$ cat config.mk
export PLATFORM = sky130hd
export DESIGN_NAME = pwmg_gen
export DESIGN_NICKNAME = d
export VERILOG_FILES = /design/src/inc/pwmg_pkg.sv /design/src/inc/pwmg_act_if.sv /design/src/core/pwmg_gen.sv /design/src/core/pwmg_shadow.sv
export VERILOG_INCLUDE_DIRS = /design/src /design/src/inc
export SDC_FILE = /design/constraint.sdc
export NUM_CORES = 1
export LEC_CHECK = 0
export BUFFER_PORTS_ARGS = -buffer_cell sky130_fd_sc_hd__clkbuf_2
export CAP_MARGIN = 10
export CORE_MARGIN = 10
export CORE_UTILIZATION = 53
export CTS_BUF_LIST = sky130_fd_sc_hd__clkbuf_8
export DETAILED_ROUTE_END_ITERATION = 10
export PLACE_DENSITY = 0.72
export SYNTH_ARGS = -nofsm -noshare
export SYNTH_HDL_FRONTEND = slang
export SYNTH_SLANG_ARGS = --single-unit
$ cat constraint.sdc
create_clock -name pclk -period 8.8 [get_ports pclk]
set_input_delay 1.76 -clock pclk [delete_from_list [all_inputs] [get_ports pclk]]
set_output_delay 1.76 -clock pclk [all_outputs]
set_load 0.1 [all_outputs]
$ cat src/inc/pwmg_consts.svh
`ifndef PWMG_CONSTS_SVH
`define PWMG_CONSTS_SVH

// ****************************************
// register byte addresses
// ****************************************
`define PWMG_ADDR_CTRL 12'h000
`define PWMG_ADDR_PDUTY 12'h004
`define PWMG_ADDR_SDUTY 12'h008
`define PWMG_ADDR_PHASE 12'h00C
`define PWMG_ADDR_MODE 12'h010
`define PWMG_ADDR_STAT 12'h014

// ****************************************
// control field positions
// ****************************************
`define PWMG_B_IUE 0
`define PWMG_B_XPR 1
`define PWMG_B_CAM 2
`define PWMG_B_MASTER_BASE_SELECT 3
`define PWMG_B_DTC_LO 6
`define PWMG_B_DTC_HI 7
`define PWMG_B_ITB 9
`define PWMG_CTRL_MASK 16'h02CF

// ****************************************
// mode register fields
// ****************************************
`define PWMG_B_OM_LO 0
`define PWMG_B_OM_HI 1
`define PWMG_B_CURRENT_LIMIT_MODE 2
`define PWMG_B_EN 3
`define PWMG_MODE_MASK 16'h000F

// ****************************************
// reset values and constants
// ****************************************
`define PWMG_RST16 16'h0000
`define PWMG_CA_MASK 16'hFFF8
`define PWMG_ONE16 16'h0001

`endif

$ cat src/inc/pwmg_pkg.sv
package pwmg_pkg;
    typedef enum logic [1:0] {
        PWMG_DT_POS = 2'b00,
        PWMG_DT_NEG = 2'b01,
        PWMG_DT_OFF = 2'b10,
        PWMG_DT_RSV = 2'b11
    } pwmg_dt_t;

    typedef enum logic [1:0] {
        PWMG_OM_COMP = 2'b00,
        PWMG_OM_RED = 2'b01,
        PWMG_OM_PP = 2'b10,
        PWMG_OM_IND = 2'b11
    } pwmg_om_t;

    typedef enum logic [0:0] {
        PWMG_CNT_UP = 1'b0,
        PWMG_CNT_DN = 1'b1
    } pwmg_dir_t;
endpackage

$ cat src/inc/pwmg_act_if.sv
`timescale 1ns/1ns
`default_nettype none
interface pwmg_act_if;
    logic [15:0] pduty;
    logic [15:0] sduty;
    logic [15:0] phase;
    logic load;
    modport src (output pduty, output sduty, output phase, output load);
    modport dst (input pduty, input sduty, input phase, input load);
endinterface
`default_nettype wire

$ cat src/core/pwmg_gen.sv
// The implementer's own choices: the APB register port and the placing of the registers.
`timescale 1ns/1ns
`default_nettype none
`include "pwmg_consts.svh"

// Behaviour
// - dead-time field: pos, neg-comp, off, reserved
// - time-base select picks secondary or primary
// - center-aligned bit selects up-down counting
// - center-aligned ignored unless independent base
// - limit event resets local base if enabled, with independent base on and limit mode off
// - immediate update loads values at once
// - otherwise values load at period boundary
// - center-aligned drops three low bits
// - independent mode: primary duty drives high
// - other modes: primary duty drives both
// - secondary duty drives low when independent
// - base off, modes 0-2: phase both
// - base off, mode 3: phase both
// - base on, modes 0-2: local period both
// - base on, mode 3: local period both
module pwmg_gen #(
    parameter int DT_WIDTH = 8
) (
    input wire logic pclk,
    input wire logic presetn,
    input wire logic psel,
    input wire logic penable,
    input wire logic pwrite,
    input wire logic [11:0] paddr,
    input wire logic [31:0] pwdata,
    output logic [31:0] prdata,
    output logic pready,
    output logic pslverr,
    input wire logic prim_tick,
    input wire logic prim_sync,
    input wire logic [15:0] prim_period,
    input wire logic sec_tick,
    input wire logic sec_sync,
    input wire logic [15:0] sec_period,
    input wire logic limit_event,
    output logic high_side_output,
    output logic low_side_output,
    output logic [1:0] dt_active_mode
);
    import pwmg_pkg::*;

    initial begin
        if (DT_WIDTH < 1 || DT_WIDTH > 14) $error("DT_WIDTH out of range");
    end

    // ****************************************
    // register file
    // ****************************************
    logic [15:0] ctrl_q;
    logic [15:0] mode_q;
    logic [15:0] pduty_q;
    logic [15:0] sduty_q;
    logic [15:0] phase_q;
    logic [DT_WIDTH-1:0] dt_q;
    logic [15:0] cnt_q;
    logic [15:0] cnt_d;
    logic dir_q;
    logic dir_d;
    logic bnd_q;
    logic hi_q;
    logic lo_q;
    logic [1:0] dtm_q;
    logic [DT_WIDTH-1:0] dtc_q;

    wire logic wr_en;
    wire logic rd_en;
    wire logic addr_ok;
    wire logic [31:0] rd_mux;
    assign wr_en = psel & penable & pwrite;
    assign rd_en = psel & penable & ~pwrite;
    assign addr_ok = (paddr == `PWMG_ADDR_CTRL) | (paddr == `PWMG_ADDR_PDUTY) |
        (paddr == `PWMG_ADDR_SDUTY) | (paddr == `PWMG_ADDR_PHASE) |
        (paddr == `PWMG_ADDR_MODE) | (paddr == `PWMG_ADDR_STAT);
    assign rd_mux = (paddr == `PWMG_ADDR_CTRL) ? {16'h0000, ctrl_q} :
        (paddr == `PWMG_ADDR_PDUTY) ? {16'h0000, pduty_q} :
        (paddr == `PWMG_ADDR_SDUTY) ? {16'h0000, sduty_q} :
        (paddr == `PWMG_ADDR_PHASE) ? {16'h0000, phase_q} :
        (paddr == `PWMG_ADDR_MODE) ? {16'h0000, mode_q} :
        (paddr == `PWMG_ADDR_STAT) ? {16'h0000, cnt_q} : 32'h0000_0000;

    always_ff @(posedge pclk or negedge presetn) begin
        if (!presetn) begin
            ctrl_q <= `PWMG_RST16;
            mode_q <= `PWMG_RST16;
            pduty_q <= `PWMG_RST16;
            sduty_q <= `PWMG_RST16;
            phase_q <= `PWMG_RST16;
        end else if (wr_en) begin
            if (paddr == `PWMG_ADDR_CTRL) ctrl_q <= pwdata[15:0] & `PWMG_CTRL_MASK;
            if (paddr == `PWMG_ADDR_MODE) mode_q <= pwdata[15:0] & `PWMG_MODE_MASK;
            if (paddr == `PWMG_ADDR_PDUTY) pduty_q <= pwdata[15:0];
            if (paddr == `PWMG_ADDR_SDUTY) sduty_q <= pwdata[15:0];
            if (paddr == `PWMG_ADDR_PHASE) phase_q <= pwdata[15:0];
        end
    end

    always_ff @(posedge pclk or negedge presetn) begin
        if (!presetn) begin
            prdata <= 32'h0000_0000;
            pready <= 1'b0;
            pslverr <= 1'b0;
        end else begin
            pready <= psel & ~penable;
            pslverr <= psel & ~penable & ~addr_ok;
            prdata <= (psel & ~penable & ~pwrite) ? rd_mux : 32'h0000_0000;
        end
    end

    // ****************************************
    // mode decode
    // ****************************************
    wire logic independent_base_en;
    wire logic cam_eff;
    wire logic xpr_eff;
    wire logic enabled;
    wire pwmg_om_t omode;
    wire pwmg_dt_t dtmode;
    assign independent_base_en = ctrl_q[`PWMG_B_ITB];
    assign cam_eff = ctrl_q[`PWMG_B_CAM] & independent_base_en;
    // limit reset needs independent base and limit mode off
    assign xpr_eff = ctrl_q[`PWMG_B_XPR] & independent_base_en & ~mode_q[`PWMG_B_CURRENT_LIMIT_MODE];
    assign enabled = mode_q[`PWMG_B_EN];
    assign omode = pwmg_om_t'(mode_q[`PWMG_B_OM_HI:`PWMG_B_OM_LO]);
    assign dtmode = pwmg_dt_t'(ctrl_q[`PWMG_B_DTC_HI:`PWMG_B_DTC_LO]);

    // ****************************************
    // time base selection
    // ****************************************
    wire logic tick;
    wire logic msync;
    wire logic [15:0] mperiod;
    assign tick = ctrl_q[`PWMG_B_MASTER_BASE_SELECT] ? sec_tick : prim_tick;
    assign msync = ctrl_q[`PWMG_B_MASTER_BASE_SELECT] ? sec_sync : prim_sync;
    assign mperiod = ctrl_q[`PWMG_B_MASTER_BASE_SELECT] ? sec_period : prim_period;

    // ****************************************
    // active values
    // ****************************************
    pwmg_act_if act_bus ();
    wire logic [15:0] period;
    wire logic [15:0] eff_pd;
    wire logic [15:0] eff_sd;
    wire logic [15:0] eff_ph;

    function automatic logic [15:0] ca_trim(input logic [15:0] v, input logic ca);
        ca_trim = ca ? (v & `PWMG_CA_MASK) : v;
    endfunction

    pwmg_shadow u_shadow (
        .pclk(pclk),
        .presetn(presetn),
        .pduty_buf(pduty_q),
        .sduty_buf(sduty_q),
        .phase_buf(phase_q),
        .immediate(ctrl_q[`PWMG_B_IUE]),
        .boundary(bnd_q),
        .act(act_bus.src)
    );

    assign eff_pd = ca_trim(act_bus.pduty, cam_eff);
    assign eff_sd = ca_trim(act_bus.sduty, cam_eff);
    assign eff_ph = ca_trim(act_bus.phase, cam_eff);
    // local period for itb, master period otherwise
    assign period = independent_base_en ? act_bus.phase : mperiod;

    // ****************************************
    // local counter
    // ****************************************
    wire logic at_top;
    wire logic at_bot;
    wire logic restart;
    assign at_top = cnt_q >= period;
    assign at_bot = cnt_q == `PWMG_RST16;
    // non-itb: realign to master sync at phase offset
    assign restart = (xpr_eff & limit_event) | (~independent_base_en & msync);

    always_comb begin
        cnt_d = cnt_q;
        dir_d = dir_q;
        if (!enabled) begin
            cnt_d = `PWMG_RST16;
            dir_d = PWMG_CNT_UP;
        end else if (restart) begin
            cnt_d = independent_base_en ? `PWMG_RST16 : eff_ph;
            dir_d = PWMG_CNT_UP;
        end else if (tick) begin
            if (cam_eff) begin
                if (dir_q == PWMG_CNT_UP && at_top) begin
                    dir_d = PWMG_CNT_DN;
                    cnt_d = cnt_q - `PWMG_ONE16;
                end else if (dir_q == PWMG_CNT_DN && at_bot) begin
                    dir_d = PWMG_CNT_UP;
                    cnt_d = cnt_q + `PWMG_ONE16;
                end else begin
                    cnt_d = (dir_q == PWMG_CNT_UP) ? cnt_q + `PWMG_ONE16 : cnt_q - `PWMG_ONE16;
                end
            end else begin
                dir_d = PWMG_CNT_UP;
                cnt_d = at_top ? `PWMG_RST16 : cnt_q + `PWMG_ONE16;
            end
        end
    end

    wire logic bnd_d;
    assign bnd_d = enabled & tick & ((cam_eff & dir_q == PWMG_CNT_DN & at_bot) | (~cam_eff & at_top));

    always_ff @(posedge pclk or negedge presetn) begin
        if (!presetn) begin
            cnt_q <= `PWMG_RST16;
            dir_q <= PWMG_CNT_UP;
            bnd_q <= 1'b0;
        end else begin
            cnt_q <= cnt_d;
            dir_q <= dir_d;
            bnd_q <= bnd_d | (enabled & restart);
        end
    end

    // ****************************************
    // output generation
    // ****************************************
    wire logic indep;
    wire logic raw_h;
    wire logic raw_l;
    wire logic dt_on;
    wire logic hi_d;
    wire logic lo_d;
    assign indep = omode == PWMG_OM_IND;
    assign raw_h = enabled & (cnt_q < eff_pd);
    // low follows secondary duty only when independent
    assign raw_l = indep ? (enabled & (cnt_q < eff_sd)) :
        (omode == PWMG_OM_COMP) ? (enabled & ~raw_h) : raw_h;
    // dead time: pos all modes, neg comp only, off, reserved off
    assign dt_on = enabled & ((dtmode == PWMG_DT_POS) |
        ((dtmode == PWMG_DT_NEG) & (omode == PWMG_OM_COMP)));
    assign hi_d = raw_h & ~(dt_on & (dtc_q != '0) & ~hi_q);
    assign lo_d = raw_l & ~(dt_on & (dtc_q != '0) & ~lo_q);

    always_ff @(posedge pclk or negedge presetn) begin
        if (!presetn) begin
            hi_q <= 1'b0;
            lo_q <= 1'b0;
            dtc_q <= '0;
            dtm_q <= 2'b00;
            dt_q <= '0;
        end else begin
            hi_q <= hi_d;
            lo_q <= lo_d;
            dt_q <= {DT_WIDTH{1'b1}};
            dtm_q <= dt_on ? ctrl_q[`PWMG_B_DTC_HI:`PWMG_B_DTC_LO] : 2'b10;
            if ((raw_h != hi_q) | (raw_l != lo_q)) dtc_q <= (dtc_q == '0) ? dt_q : dtc_q - 1'b1;
            else dtc_q <= '0;
        end
    end

    assign high_side_output = hi_q;
    assign low_side_output = lo_q;
    assign dt_active_mode = dtm_q;

    a_cam_gated: assert property (@(posedge pclk) disable iff (!presetn)
        (!independent_base_en && enabled && tick && !restart && at_top) |=> cnt_q == 16'h0000)
        else $error("center mode active without independent base");
    a_edge_high: assert property (@(posedge pclk) disable iff (!presetn)
        (enabled && !cam_eff && cnt_q >= eff_pd) |=> !high_side_output)
        else $error("high stays on past duty");
    a_xpr_reset: assert property (@(posedge pclk) disable iff (!presetn)
        (enabled && xpr_eff && limit_event) |=> cnt_q == 16'h0000)
        else $error("limit event did not reset base");
    a_comp_low: assert property (@(posedge pclk) disable iff (!presetn)
        (omode == PWMG_OM_COMP && dtmode == PWMG_DT_OFF) |=> !(high_side_output && low_side_output))
        else $error("complementary outputs overlap");
    a_ca_trim: assert property (@(posedge pclk) disable iff (!presetn)
        cam_eff |-> eff_pd[2:0] == 3'b000)
        else $error("low duty bits used in center mode");
    a_dt_off: assert property (@(posedge pclk) disable iff (!presetn)
        (dtmode == PWMG_DT_NEG && omode != PWMG_OM_COMP) |=> dt_active_mode == 2'b10)
        else $error("negative dead time outside comp mode");
    c_center: cover property (@(posedge pclk) cam_eff && dir_q == PWMG_CNT_DN);
    c_indep: cover property (@(posedge pclk) indep && high_side_output && low_side_output);
    c_bnd: cover property (@(posedge pclk) bnd_q && !ctrl_q[`PWMG_B_IUE]);
endmodule
`default_nettype wire

$ cat src/core/pwmg_shadow.sv
`timescale 1ns/1ns
`default_nettype none
`include "pwmg_consts.svh"

// active copies of the buffered values
module pwmg_shadow (
    input wire logic pclk,
    input wire logic presetn,
    input wire logic [15:0] pduty_buf,
    input wire logic [15:0] sduty_buf,
    input wire logic [15:0] phase_buf,
    input wire logic immediate,
    input wire logic boundary,
    pwmg_act_if.src act
);
    import pwmg_pkg::*;
    wire logic take;
    assign take = immediate | boundary;

    always_ff @(posedge pclk or negedge presetn) begin
        if (!presetn) begin
            act.pduty <= `PWMG_RST16;
            act.sduty <= `PWMG_RST16;
            act.phase <= `PWMG_RST16;
            act.load <= 1'b0;
        end else begin
            act.load <= take;
            if (take) begin
                act.pduty <= pduty_buf;
                act.sduty <= sduty_buf;
                act.phase <= phase_buf;
            end
        end
    end

    a_sync_update: assert property (@(posedge pclk) disable iff (!presetn)
        (!immediate && !boundary) |=> $stable(act.pduty))
        else $error("active duty changed off boundary");
    a_imm_update: assert property (@(posedge pclk) disable iff (!presetn)
        immediate |=> act.pduty == $past(pduty_buf))
        else $error("immediate update not applied");
endmodule
`default_nettype wire

==> flow_summary_export.csv <==
group,metric,value,unit
status,outcome,"finished, final reports clean",
worst_hold_path,hold_class,"reg2reg",
placed_design,gp_congestion,0.905,
clocking,postCtsHoldBufs,0,
floorplan,die_h,150,um
floorplan,ioPinCount,124,
placed_design,io_buffers,91,
synth,yosys_warnings,0,
cells_and_area,nets,1089,
drt,dr.pass1.iters,4,
setup_path,r2r_start,"ctrl_q[3]",
worst_hold_path,holdPathEnd,"dtc_q[0]",
synth,synth_most_common_cell,"dfrtp_1",
sta,maxSlewHeadroom,0.278,
sta,setup_violations,0,
synth,synthCells,874,
synth,synth_edf_count,0,
drt,drc_errors,0,
drt,ant_nets,0,
grt,grt_max_degree,80,
cells_and_area,syn_to_final_growth,10.8,%
setup_path,r2r-end,"cnt_q[12]",
drt,via_per_inst,5.85,
sta,fin_hold_ws,0.504,ns
sta,tightestPinTransition,1.08,ns
drt,initialDrtViolationCount,503,
synth,synth_top_cell_area_share,0.433,
power_and_ir_drop,p_leak,4.87,nW
setup_path,arrival,4.70,ns
sta,drv_slew,0,
synth,syn-cell-area,0.00901,mm^2
setup_path,required,9.14,ns
drt,vias,6932,
synth,synthArstFlopShare,1.00,
clocking,ctsRootBufferMaster,"clkbuf_8",
clocking,cts_sinks,156,
clocking,post_cts_buffers,0,
worst_hold_path,worstHoldStart,"dtc_q[0]",
grt,overflow,0,
setup_path,critPathBufInv,2,
sta,final_hold_viol_count,0,
grt,grt_pass1_wl,37100,um
floorplan,start_util,0.541,
grt,grt_pass1_vias,6957,
worst_hold_path,min_path_cells,1,
synth,ys_types,74,
job,max_cap_violations,0,
floorplan,rows,47,
synth,synth_common_cells,"156 x dfrtp_1, 104 x mux2_2, 69 x nand2_1",
setup_path,worstPathCellList,"clkbuf_2 -> nor4_1 -> nand3_1 -> nor3b_2 -> buf_4 -> nand2_1 -> nor2_2 -> mux2_2",
clocking,cts_made_buffers,17,
synth,synth.area.top_cells,"dfrtp_1 43%, mux2_2 13%, ha_1 7.1%, mux2i_1 3.7%, a21oi_1 3.2%",
synth,synth_top_area_cell,"dfrtp_1",
placed_design,hpwl,16900,um
sta,tns,0,ns
setup_path,critPathLaunchType,"input pin",
setup_path,r2r_cells,13,
cells_and_area,drive_above_1_share,0.268,
synth,synth_top_flop_cell,"dfrtp_1",
power_and_ir_drop,power.density,165,mW/mm^2
sta,grt_setup_unrepaired,"no",
sta,fin_crit,4.36,ns
sta,finalCritPeriodShare,0.496,
power_and_ir_drop,max-vdd-ir-drop,0.105,mV
drt,wl_per_cell,19.6,um
clocking,cts_tree,"done",
setup_path,cpPeakStageDelay,1.01,ns
sta,fmax,0.229,GHz
grt,antenna_found_initial,0,
clocking,htree_levels,4,
setup_path,critPathKind,"in2reg",
setup_path,path_max_fanout,21,
clocking,clock_latency,0.46,ns
setup_path,cp_top_family,"simple AND/OR/NAND/NOR gates",
setup_path,end_kind,"flip-flop",
cells_and_area,diodes,0,
clocking,cts.path.max_buffers,2,
synth,synth.avg_cell_area,10.3,um^2
floorplan,fp.dieW,150,um
setup_path,reg2reg_slack,4.98,ns
drt,drt_wl_total,23200,um
floorplan,die_area,0.0226,mm^2
clocking,cts_resized,0,
floorplan,design.core.area,0.0166,mm^2
grt,track_usage,0.209,
synth,yosysSeqAreaShare,0.433,
clocking,path_clk_slew,0.08,ns
synth,synth_seq_cells,156,
sta,finClkSkew,0.0114,ns
setup_path,cp_slowest_cell,"nor2_2",
## worst max-delay path by stage
stage          cells past startpoint          start  slack, ns          end
2_1_floorplan                     13  sec_period[4]       4.74    cnt_q[14]
3_3_place_gp                       5       paddr[2]       3.98  sduty_q[11]
3_5_place_dp                       5       paddr[2]       3.96   sduty_q[5]
4_1_cts                            5       paddr[2]       4.46  sduty_q[15]
5_1_grt                           13  sec_period[2]       4.31    cnt_q[14]
6_report                           8      paddr[10]       4.44  sduty_q[15]
## area by class of cell
type / count / area (um^2)
Clock buffer: 20 / 275
Clock inverter: 11 / 143
Fill cell: 1386 / 6660
Inverter: 46 / 173
Multi-Input combinational cell: 633 / 4700
Sequential cell: 156 / 3900
Tap cell: 220 / 275
Timing Repair Buffer: 98 / 514
## stage by stage
stage	util	setup WS [ns]	std cells	power, mW	area, um^2
after detailed placement	0.575	3.96	1153	1.09	9570
after global placement	0.575	3.98	1153	1.09	9570
final	0.600	4.44	1184	1.65	9980
after CTS	0.600	4.46	1184	1.66	9980
after global routing	0.600	4.31	1184	1.72	9980
after floorplan	-	4.74	889	1.01	9070
## registers in the layout, summed over array words and instances (netlist names), 8 cells and up
name                cells
phase_q                16
dtc_q                   8
sduty_q                16
pduty_q                16
u_shadow.act.phase     16
cnt_q                  16
prdata                 16
u_shadow.act.sduty     16
u_shadow.act.pduty     16
## kinds of logic (layout without fill, tap and decap cells)
logic type | after synthesis | count (layout) | synth area share
AOI/OAI and AO/OA | 193 | 193 | 0.144
adders and majority gates | 51 | 51 | 0.0708
muxes | 137 | 137 | 0.167
DFF | 156 | 156 | 0.433
other | 2 | 17 | 0.000834
and+or+nand+nor | 222 | 222 | 0.119
xor gates and xnor gates | 13 | 13 | 0.0126
buffers and inverters | 100 | 175 | 0.0526
## per-layer routing
metal / global-route usage / part of all wire
met4: 0.0661 / 0.017
met3: 0.0468 / 0.062
met1: 0.269 / 0.44
met5: 0 / 0
met2: 0.343 / 0.48
## layout by cell type, fill, tap and decap left out, drive strengths merged, types with 4 or more instances in the layout
master and instances:
a211oi 6, a21o 9, a21oi 66, a22oi 8
a31oi 4, and2 5, and3 15, buf 8
clkbuf 110, conb 17, dfrtp 156, ha 51
inv 50, mux2 104, mux2i 33, nand2 70
nand2b 4, nand3 14, nand4 5, nor2 62
nor2b 4, nor3 22, nor4 7, o211ai 5
o21a 5, o21ai 42, o22ai 5, o2bb2ai 11
o31ai 5, or3 4, xnor2 7, xor2 6
## worst reg2reg max path, delay by kind of cell, from the launching register on
family	cells	cell delay [ns]
muxes	3	0.77
buffers and inverters	1	0.35
AOI/OAI and AO/OA	6	1.72
adders and majority gates	1	0.25
and+or+nand+nor	2	0.13
DFF	1	0.47
## power by group
group | internal [mW] | switching [mW] | total, mW
combinational | 0.114 | 0.195 | 0.309
sequential | 0.743 | 0.0294 | 0.772
clock | 0.301 | 0.265 | 0.566
total | 1.16 | 0.489 | 1.65
No activity file was read; power rests on OpenSTA's default activity.
